$ cat src/core/vcfm_pkg.sv
// package of the vibration channel fault monitor: register map, field layout,
// reset values, mode codes, carrier structs and timing constants.
// assumes a 250 MHz system clock.
package vcfm_pkg;

  localparam int unsigned NUM_CH = 8;
  localparam int unsigned CH_PER_PAIR = 2;
  localparam int unsigned NUM_PAIRS = NUM_CH / CH_PER_PAIR;
  localparam int unsigned NUM_PROG = 4;
  localparam int unsigned ADDR_W = 8;
  localparam int unsigned DATA_W = 32;

  // register byte offsets
  localparam logic [7:0] OFS_MODE = 8'h00;
  localparam logic [7:0] OFS_STATUS = 8'h04;
  localparam logic [7:0] OFS_IRQ_STAT = 8'h08;
  localparam logic [7:0] OFS_IRQ_MASK = 8'h0C;
  localparam logic [7:0] OFS_UPDATE = 8'h10;

  // status word fields
  localparam int unsigned ST_VALID_LSB = 0;
  localparam int unsigned ST_OPEN_LSB = 8;
  localparam int unsigned ST_SHORT_LSB = 16;
  localparam int unsigned ST_SUPPLY_LSB = 24;

  // interrupt status fields
  localparam int unsigned IRQ_OPEN_LSB = 0;
  localparam int unsigned IRQ_SHORT_LSB = 8;
  localparam int unsigned IRQ_VLOST_LSB = 16;
  localparam int unsigned IRQ_UPD_DONE_BIT = 24;
  localparam int unsigned IRQ_W = 25;

  // update word fields
  localparam int unsigned UPD_RUN_BIT = 0;
  localparam int unsigned UPD_GREEN_BIT = 1;

  localparam int unsigned MODE_FIELD_W = 2;
  localparam int unsigned MODE_REG_W = NUM_PAIRS * MODE_FIELD_W;
  localparam logic [MODE_REG_W-1:0] MODE_RST = 8'h00;
  localparam logic [IRQ_W-1:0] IRQ_MASK_RST = 25'h0000000;

  typedef enum logic [1:0] {
    MODE_SUPPLY = 2'h0,
    MODE_AC = 2'h1,
    MODE_DC = 2'h2
  } vcfm_mode_e;

  // timing
  localparam longint unsigned CLK_HZ = 64'd250_000_000;
  localparam longint unsigned FAULT_DELAY_S = 64'd10;
  localparam longint unsigned FAULT_DELAY_CYC = FAULT_DELAY_S * CLK_HZ;
  localparam longint unsigned ORANGE_STEP_MS = 64'd125;
  localparam longint unsigned GREEN_STEP_MS = 64'd250;
  localparam longint unsigned ORANGE_STEP_CYC = ORANGE_STEP_MS * CLK_HZ / 64'd1000;
  localparam longint unsigned GREEN_STEP_CYC = GREEN_STEP_MS * CLK_HZ / 64'd1000;
  localparam int unsigned CNT_W = 32;

  typedef struct packed {
    logic [NUM_CH-1:0] valid;
    logic [NUM_CH-1:0] open_line;
    logic [NUM_CH-1:0] shorted;
  } vcfm_flags_s;

  typedef struct packed {
    logic [NUM_PROG-1:0] orange;
    logic [NUM_PROG-1:0] green;
  } vcfm_prog_s;

endpackage : vcfm_pkg

$ cat src/core/vcfm_fault_delay.sv
// one delayed fault flag: follows its condition only after the condition
// has differed from the flag for a full uninterrupted delay.
// assumes a synchronous active-high reset and a clear that holds it off.
`timescale 1ns/1ps
`default_nettype none
module vcfm_fault_delay #(
  parameter logic [vcfm_pkg::CNT_W-1:0] DELAY_CYC = 32'h9502F900
) (
  // clock and reset
  input wire logic i_clk,
  input wire logic i_rst,
  // condition
  input wire logic i_clear,
  input wire logic i_cond,
  // flag
  output logic o_flag
);

  logic [vcfm_pkg::CNT_W-1:0] cnt_r;
  logic [vcfm_pkg::CNT_W-1:0] cnt_nxt;
  logic flag_r;
  logic flag_nxt;

  always_comb begin
    cnt_nxt = cnt_r;
    flag_nxt = flag_r;
    if (i_clear) begin
      cnt_nxt = '0;
      flag_nxt = 1'b0;
    end else if (i_cond == flag_r) begin
      cnt_nxt = '0;
    end else if (cnt_r >= DELAY_CYC - 32'h1) begin
      cnt_nxt = '0;
      flag_nxt = i_cond;
    end else begin
      cnt_nxt = cnt_r + 32'h1;
    end
  end

  always_ff @(posedge i_clk) begin
    if (i_rst) begin
      cnt_r <= '0;
      flag_r <= 1'b0;
    end else begin
      cnt_r <= cnt_nxt;
      flag_r <= flag_nxt;
    end
  end

  assign o_flag = flag_r;

endmodule // vcfm_fault_delay
`default_nettype wire

$ cat src/core/vcfm_progress.sv
// update progress sequencer: four indicators lit one after another,
// orange at a fast step, then green at a slower step.
// assumes run and green phase are levels from the backplane side.
`timescale 1ns/1ps
`default_nettype none
module vcfm_progress #(
  parameter logic [vcfm_pkg::CNT_W-1:0] ORANGE_CYC = 32'h01DCD650,
  parameter logic [vcfm_pkg::CNT_W-1:0] GREEN_CYC = 32'h03B9ACA0
) (
  // clock and reset
  input wire logic i_clk,
  input wire logic i_rst,
  // update state
  input wire logic i_run,
  input wire logic i_green,
  // indicators
  output vcfm_pkg::vcfm_prog_s o_leds
);

  typedef enum logic [1:0] {PG_IDLE, PG_ORANGE, PG_GREEN} vcfm_pg_e;

  vcfm_pg_e st_r;
  vcfm_pg_e st_nxt;
  logic [vcfm_pkg::CNT_W-1:0] cnt_r;
  logic [vcfm_pkg::CNT_W-1:0] cnt_nxt;
  logic [1:0] idx_r;
  logic [1:0] idx_nxt;
  vcfm_pkg::vcfm_prog_s leds_r;
  vcfm_pkg::vcfm_prog_s leds_nxt;
  logic [vcfm_pkg::CNT_W-1:0] period;
  logic [vcfm_pkg::NUM_PROG-1:0] onehot;

  always_comb begin
    st_nxt = st_r;
    cnt_nxt = cnt_r;
    idx_nxt = idx_r;
    leds_nxt = '0;
    period = (st_r == PG_GREEN) ? GREEN_CYC : ORANGE_CYC;
    onehot = 4'h1 << idx_r;
    unique case (st_r)
      PG_IDLE: begin
        if (i_run) begin
          st_nxt = i_green ? PG_GREEN : PG_ORANGE;
        end
      end
      PG_ORANGE, PG_GREEN: begin
        // lit in the first half of its step, which makes it flash
        if (cnt_r < (period >> 1)) begin
          if (st_r == PG_GREEN) begin
            leds_nxt.green = onehot;
          end else begin
            leds_nxt.orange = onehot;
          end
        end
        if (cnt_r >= period - 32'h1) begin
          cnt_nxt = '0;
          idx_nxt = idx_r + 2'h1;
        end else begin
          cnt_nxt = cnt_r + 32'h1;
        end
        if (!i_run) begin
          st_nxt = PG_IDLE;
        end else if (i_green && st_r == PG_ORANGE) begin
          st_nxt = PG_GREEN;
        end
      end
    endcase
    // every phase starts again with the first indicator
    if (st_nxt != st_r) begin
      cnt_nxt = '0;
      idx_nxt = 2'h0;
    end
  end

  always_ff @(posedge i_clk) begin
    if (i_rst) begin
      st_r <= PG_IDLE;
      cnt_r <= '0;
      idx_r <= 2'h0;
      leds_r <= '0;
    end else begin
      st_r <= st_nxt;
      cnt_r <= cnt_nxt;
      idx_r <= idx_nxt;
      leds_r <= leds_nxt;
    end
  end

  assign o_leds = leds_r;

endmodule // vcfm_progress
`default_nettype wire

$ cat src/core/vcfm_top.sv
// top of the vibration channel fault monitor: per-channel valid and
// delayed fault flags, mode register, interrupts and update indicators.
// assumes synchronous inputs from the analog front end and the backplane.
`timescale 1ns/1ps
`default_nettype none
// Function
// - eight channels, grouped as isolated pairs
// - first of pair always sensor supply
// - valid always, faults only in supply
// - valid only after settling finished
// - supply mode fault drops valid
// - one open-line flag, broken or absent
// - supply above 20 V, flag after 10 s
// - supply below 20 V, clear after 10 s
// - short present, flag after 10 s
// - short removed, clear after 10 s
// - four indicators step, orange then green
// - reboot by itself after update
module vcfm_top #(
  parameter logic [vcfm_pkg::CNT_W-1:0] FAULT_CYC =
    vcfm_pkg::CNT_W'(vcfm_pkg::FAULT_DELAY_CYC),
  parameter logic [vcfm_pkg::CNT_W-1:0] ORANGE_CYC =
    vcfm_pkg::CNT_W'(vcfm_pkg::ORANGE_STEP_CYC),
  parameter logic [vcfm_pkg::CNT_W-1:0] GREEN_CYC =
    vcfm_pkg::CNT_W'(vcfm_pkg::GREEN_STEP_CYC)
) (
  // clock and reset
  input wire logic I_SYS_CLK,
  input wire logic I_RST,
  // register port
  input wire logic [vcfm_pkg::ADDR_W-1:0] I_REG_ADDR,
  input wire logic [vcfm_pkg::DATA_W-1:0] I_REG_WDATA,
  input wire logic I_REG_WR,
  input wire logic I_REG_RD,
  output logic [vcfm_pkg::DATA_W-1:0] O_REG_RDATA,
  // analog front end, one bit per channel
  input wire logic [vcfm_pkg::NUM_CH-1:0] I_CH_SETTLED,
  input wire logic [vcfm_pkg::NUM_CH-1:0] I_CH_SUPPLY_HIGH,
  input wire logic [vcfm_pkg::NUM_CH-1:0] I_CH_SHORT,
  // update control from the backplane
  input wire logic I_UPD_RUN,
  input wire logic I_UPD_GREEN,
  input wire logic I_UPD_DONE,
  // channel flags and indicators
  output vcfm_pkg::vcfm_flags_s O_CH_FLAGS,
  output vcfm_pkg::vcfm_prog_s O_PROG_LEDS,
  output logic O_REBOOT,
  output logic O_IRQ
);

  localparam int unsigned NCH = vcfm_pkg::NUM_CH;

  // a channel runs in sensor supply mode unless its pair field selects
  // an ac or dc voltage input; the first channel of a pair ignores it
  function automatic logic is_supply(input int unsigned ch,
                                     input logic [vcfm_pkg::MODE_REG_W-1:0] modes);
    logic [1:0] fld;
    fld = modes[(ch / vcfm_pkg::CH_PER_PAIR) * vcfm_pkg::MODE_FIELD_W +: 2];
    if ((ch % vcfm_pkg::CH_PER_PAIR) == 0) begin
      return 1'b1;
    end
    return !(fld == vcfm_pkg::MODE_AC || fld == vcfm_pkg::MODE_DC);
  endfunction

  function automatic logic hit(input logic [vcfm_pkg::ADDR_W-1:0] a,
                               input logic [7:0] ofs);
    return a == ofs;
  endfunction

  // register state
  logic [vcfm_pkg::MODE_REG_W-1:0] mode_r;
  logic [vcfm_pkg::MODE_REG_W-1:0] mode_nxt;
  logic [vcfm_pkg::IRQ_W-1:0] irq_stat_r;
  logic [vcfm_pkg::IRQ_W-1:0] irq_stat_nxt;
  logic [vcfm_pkg::IRQ_W-1:0] irq_mask_r;
  logic [vcfm_pkg::IRQ_W-1:0] irq_mask_nxt;
  logic [vcfm_pkg::DATA_W-1:0] rdata_r;
  logic [vcfm_pkg::DATA_W-1:0] rdata_nxt;
  logic irq_r;
  logic irq_nxt;

  // channel state
  logic [NCH-1:0] supply;
  logic [NCH-1:0] open_flag;
  logic [NCH-1:0] short_flag;
  vcfm_pkg::vcfm_flags_s flags_r;
  vcfm_pkg::vcfm_flags_s flags_nxt;
  logic reboot_r;
  logic reboot_nxt;
  logic [vcfm_pkg::IRQ_W-1:0] events;
  logic [vcfm_pkg::IRQ_W-1:0] w1c;

  // eight channels, two per isolated pair, each with its own flags
  for (genvar ch = 0; ch < NCH; ch++) begin : g_ch
    assign supply[ch] = is_supply(ch, mode_r);

    // open line covers both a broken cable and a missing sensor
    vcfm_fault_delay #(
      .DELAY_CYC(FAULT_CYC)
    ) u_open (
      .i_clk(I_SYS_CLK),
      .i_rst(I_RST),
      .i_clear(!supply[ch]),
      .i_cond(I_CH_SUPPLY_HIGH[ch]),
      .o_flag(open_flag[ch])
    );

    vcfm_fault_delay #(
      .DELAY_CYC(FAULT_CYC)
    ) u_short (
      .i_clk(I_SYS_CLK),
      .i_rst(I_RST),
      .i_clear(!supply[ch]),
      .i_cond(I_CH_SHORT[ch]),
      .o_flag(short_flag[ch])
    );
  end

  vcfm_progress #(
    .ORANGE_CYC(ORANGE_CYC),
    .GREEN_CYC(GREEN_CYC)
  ) u_prog (
    .i_clk(I_SYS_CLK),
    .i_rst(I_RST),
    .i_run(I_UPD_RUN),
    .i_green(I_UPD_GREEN),
    .o_leds(O_PROG_LEDS)
  );

  // channel flags, registered
  always_comb begin
    flags_nxt.open_line = open_flag & supply;
    flags_nxt.shorted = short_flag & supply;
    // valid in every mode; in supply mode a fault takes it away
    flags_nxt.valid = I_CH_SETTLED
                      & ~(supply & (open_flag | short_flag));
    reboot_nxt = I_UPD_DONE;
  end

  always_ff @(posedge I_SYS_CLK) begin
    if (I_RST) begin
      flags_r <= '0;
      reboot_r <= 1'b0;
    end else begin
      flags_r <= flags_nxt;
      reboot_r <= reboot_nxt;
    end
  end

  // interrupt events: fault raised, valid lost, update finished
  always_comb begin
    events = '0;
    events[vcfm_pkg::IRQ_OPEN_LSB +: NCH] = flags_nxt.open_line & ~flags_r.open_line;
    events[vcfm_pkg::IRQ_SHORT_LSB +: NCH] = flags_nxt.shorted & ~flags_r.shorted;
    events[vcfm_pkg::IRQ_VLOST_LSB +: NCH] = flags_r.valid & ~flags_nxt.valid;
    events[vcfm_pkg::IRQ_UPD_DONE_BIT] = I_UPD_DONE;
  end

  // register writes and reads
  always_comb begin
    mode_nxt = mode_r;
    irq_mask_nxt = irq_mask_r;
    w1c = '0;
    rdata_nxt = '0;
    if (I_REG_WR) begin
      if (hit(I_REG_ADDR, vcfm_pkg::OFS_MODE)) begin
        mode_nxt = I_REG_WDATA[vcfm_pkg::MODE_REG_W-1:0];
      end
      if (hit(I_REG_ADDR, vcfm_pkg::OFS_IRQ_STAT)) begin
        w1c = I_REG_WDATA[vcfm_pkg::IRQ_W-1:0];
      end
      if (hit(I_REG_ADDR, vcfm_pkg::OFS_IRQ_MASK)) begin
        irq_mask_nxt = I_REG_WDATA[vcfm_pkg::IRQ_W-1:0];
      end
    end
    // a new event outweighs a clear in the same cycle
    irq_stat_nxt = (irq_stat_r & ~w1c) | events;
    irq_nxt = |(irq_stat_nxt & irq_mask_nxt);
    if (I_REG_RD) begin
      if (hit(I_REG_ADDR, vcfm_pkg::OFS_MODE)) begin
        rdata_nxt[vcfm_pkg::MODE_REG_W-1:0] = mode_r;
      end
      if (hit(I_REG_ADDR, vcfm_pkg::OFS_STATUS)) begin
        rdata_nxt[vcfm_pkg::ST_VALID_LSB +: NCH] = flags_r.valid;
        rdata_nxt[vcfm_pkg::ST_OPEN_LSB +: NCH] = flags_r.open_line;
        rdata_nxt[vcfm_pkg::ST_SHORT_LSB +: NCH] = flags_r.shorted;
        rdata_nxt[vcfm_pkg::ST_SUPPLY_LSB +: NCH] = supply;
      end
      if (hit(I_REG_ADDR, vcfm_pkg::OFS_IRQ_STAT)) begin
        rdata_nxt[vcfm_pkg::IRQ_W-1:0] = irq_stat_r;
      end
      if (hit(I_REG_ADDR, vcfm_pkg::OFS_IRQ_MASK)) begin
        rdata_nxt[vcfm_pkg::IRQ_W-1:0] = irq_mask_r;
      end
      if (hit(I_REG_ADDR, vcfm_pkg::OFS_UPDATE)) begin
        rdata_nxt[vcfm_pkg::UPD_RUN_BIT] = I_UPD_RUN;
        rdata_nxt[vcfm_pkg::UPD_GREEN_BIT] = I_UPD_GREEN;
      end
    end
  end

  always_ff @(posedge I_SYS_CLK) begin
    if (I_RST) begin
      mode_r <= vcfm_pkg::MODE_RST;
      irq_stat_r <= '0;
      irq_mask_r <= vcfm_pkg::IRQ_MASK_RST;
      rdata_r <= '0;
      irq_r <= 1'b0;
    end else begin
      mode_r <= mode_nxt;
      irq_stat_r <= irq_stat_nxt;
      irq_mask_r <= irq_mask_nxt;
      rdata_r <= rdata_nxt;
      irq_r <= irq_nxt;
    end
  end

  assign O_CH_FLAGS = flags_r;
  assign O_REBOOT = reboot_r;
  assign O_IRQ = irq_r;
  assign O_REG_RDATA = rdata_r;

endmodule // vcfm_top
`default_nettype wire

$ cat config.mk
export PLATFORM = sky130hd
export DESIGN_NAME = vcfm_top
export DESIGN_NICKNAME = d
export VERILOG_FILES = /design/src/core/vcfm_pkg.sv /design/src/core/vcfm_fault_delay.sv /design/src/core/vcfm_progress.sv /design/src/core/vcfm_top.sv
export SDC_FILE = /design/constraint.sdc
export NUM_CORES = 1
export LEC_CHECK = 0
export BUFFER_PORTS_ARGS = -buffer_cell sky130_fd_sc_hd__buf_2
export CAP_MARGIN = 20
export CORE_ASPECT_RATIO = 0.6
export CORE_MARGIN = 5
export CORE_UTILIZATION = 62
export CTS_CLUSTER_DIAMETER = 120
export CTS_CLUSTER_SIZE = 14
export DETAILED_ROUTE_END_ITERATION = 10
export PLACE_DENSITY = 0.8
export SETUP_SLACK_MARGIN = 0.02
export SYNTH_ARGS = -nofsm -noshare
export SYNTH_HDL_FRONTEND = slang
export SYNTH_SLANG_ARGS = --single-unit
$ cat constraint.sdc
create_clock -name I_SYS_CLK -period 4.4 [get_ports I_SYS_CLK]
set_input_delay 0.22 -clock I_SYS_CLK [delete_from_list [all_inputs] [get_ports I_SYS_CLK]]
set_output_delay 0.22 -clock I_SYS_CLK [all_outputs]
set_load 0.01 [all_outputs]
==> metrics.yaml <==
synth.avg_cell_area_um2: 8.584
p_seq_share_pct: 56.8
setup_viol: 0
num_io_pins: 137
synth_edf_count: 0
setup_tns_ps: 0
fin_nets: 3739
synthTopCellsByArea: "dfxtp_1 (46%), nor2_1 (10%), xor2_1 (8.7%), xnor2_1 (6.6%), nand3_1 (3.5%)"
crit_chain: "inv_1 > ha_1 > inv_1 > ha_1 > nand2b_1 > a21oi_1 > a211oi_1 > o31a_1 > o221a_2 > o21ai_2 > buf_4 > nor2_1"
required_ps: 4860
pwr-share-clk_pct: 39.5
grt_usage_pct: 24.09
fin_crit_ps: 3149
drc: 0
crit_arrival_ps: 3610
cp-end-kind: "flop"
ctsHtreeMaxLevel: 2
grt_max_degree: 56
cts.sinks: 686
final.setup_skew_ps: 14.65
ys_types: 75
hold_slack_ps: 46.81
outcome: "complete, no violations"
layout_commonest_cell: "nor2_1"
grt_pass1_wl_mm: 109.8
maxCapViolations: 0
fin_cells: 4275
gr-total-overflow: 0
combPwrFrac_pct: 3.7
clkTransAtPathRegs_ps: 70
startpoint: "u_prog.st_r[0]"
critPathLaunchType: "flop"
hpwl_mm: 45.29
gp_congestion: 0.8744
slew_violations: 0
hold_class: "in -> reg"
die_w_um: 293.5
cts_tree: "yes"
initial_core_util_pct: 62.55
vias: 23865
worst_pin_slew_ps: 1117
first_pass_iters: 7
cts_hold_buf: 57
final-hold-violation-count: 0
worstHoldStart: "I_CH_SUPPLY_HIGH[4]"
post-route-period-util_pct: 71.57
antenna_found_initial: 4
ys_async_sr_fraction_pct: 0
path_max_fanout: 31
syn_to_final_growth_pct: 10.56
yosys_warnings: 0
vdd_drop_max_v: 0.0002920
dp.cells: 4154
switching_power_mw: 2.399
routedWlPerCell_um: 15.39
routed_wl_mm: 65.79
drive_gt1_share_pct: 6.498
worstReg2RegStart: "u_prog.st_r[0]"
critPathSlowestCell: "dfxtp_1"
synth_flop_cell: "dfxtp_1"
mostFrequentLayoutCells: "nor2_1 (829), dfxtp_1 (686), xor2_1 (298)"
internal_power_mw: 8.646
sw_frac_of_total_pct: 21.72
p_leak_nw: 11.88
cpPeakStageDelay_ps: 400
cp_top_family: "compound AO/OA/AOI/OAI gates"
synth_cells: 3482
die-height_um: 180.1
power.density_nw_per_um2: 334.3
drt_iter0_markers: 1874
synth_top_cell_area_share_pct: 45.95
viasPerCell: 5.582
dieArea_um2: 52840
cts_buffer_depth: 3
core_um2: 47790
ctsResizeCount: 0
yosys.area.top_type: "dfxtp_1"
portBuffers: 129
ys_ff_latch: 686
antenna_left: 0
maxClockFrequency_ghz: 0.3176
path_buf_inv: 3
cts_root_buf: "clkbuf_16"
p_total_mw: 11.05
seq_area_frac_synth_pct: 45.95
grt_pass1_vias: 21905
slew-limit-headroom_pct: 25.31
rows: 62
syn_area_um2: 29890
clock_latency_ps: 590
numCtsBuffers: 54
criticalPathCategory: "reg -> reg"
post_cts_buffers: 0
post-route-util_pct: 69.15
rsz0062_at_grt: "no"
syn-num-nets: 3590
-- layout make-up --
cell class / instances / area, um2
clock buffers: 57 / 1426
fillers: 3771 / 14740
diodes: 3 / 7.507
well taps: 640 / 800.8
multi-input cells: 2634 / 15460
inverters: 51 / 191.4
repair buffers: 204 / 1421
flip-flops and latches: 686 / 13730
-- Yosys cell counts (29+ instances only) --
| master | count |
|---|---|
| a21oi_1 | 79 |
| and3_1 | 94 |
| and4_1 | 29 |
| clkbuf_1 | 85 |
| dfxtp_1 | 686 |
| ha_1 | 37 |
| inv_1 | 51 |
| mux2i_1 | 42 |
| nand2_1 | 259 |
| nand3_1 | 211 |
| nand4_1 | 99 |
| nor2_1 | 829 |
| nor3_1 | 74 |
| nor4_1 | 45 |
| o21ai_0 | 35 |
| xnor2_1 | 225 |
| xor2_1 | 298 |
-- power groups by stage --
stage,combinational (mW),clock (mW),sequential (mW)
global placement,0.342,0,6.41
CTS,0.388,4.45,6.27
global route,0.444,4.73,6.27
finish,0.403,4.37,6.27
detailed placement,0.347,0,6.41
floorplan,0.242,0,6.41
-- cells by family after synthesis --
group                      Yosys count  share of synthesized area, %
xor gates and xnor gates           523                         15.33
DFF                                686                         45.95
adders and majority gates           37                         1.549
muxes                               43                         1.444
and+or+nand+nor                   1784                         27.76
buffers and inverters              162                         2.407
AOI/OAI and AO/OA                  247                         5.568
-- layer usage --
metal,part of all wire (%),GRT usage (%)
met5,0,0
met4,4.1,9.038
met3,5.1,3.437
met2,43,36.10
met1,48,35.45
-- metrics by stage --
step / area, um2 / setup slack, ps
after floorplan: 29890 / 1361
after global placement: 30940 / 1365
after detailed placement: 30940 / 1307
after CTS: 32940 / 1269
after global routing: 33040 / 910.8
final: 33040 / 1251
-- registers in the layout, summed over array words and instances (netlist names), 24 cells and up --
name / count
O_CH_FLAGS: 24
O_REG_RDATA: 30
g_ch.u_open.cnt_r: 256
g_ch.u_short.cnt_r: 256
irq_mask_r: 25
irq_stat_r: 25
u_prog.cnt_r: 32
-- worst reg2reg max path, stage by stage (launching register included) --
cell	delay [ps]
dfxtp_1	400
inv_1	110
ha_1	240
inv_1	400
ha_1	350
nand2b_1	150
a21oi_1	120
a211oi_1	60
o31a_1	340
o221a_2	300
o21ai_2	120
buf_4	340
nor2_1	100
-- final timing paths --
kind | depth (start not counted) | end | slack [ps]
worst min register to register | 1 | g_ch[5].u_open.cnt_r[0] | 440
worst max-delay path | 12 | u_prog.cnt_r[31] | 1250
worst min-delay path | 3 | g_ch[4].u_open.o_flag | 50
worst max register to register | 12 | u_prog.cnt_r[31] | 1250
Note: power is estimated with default switching activity, not from simulation.
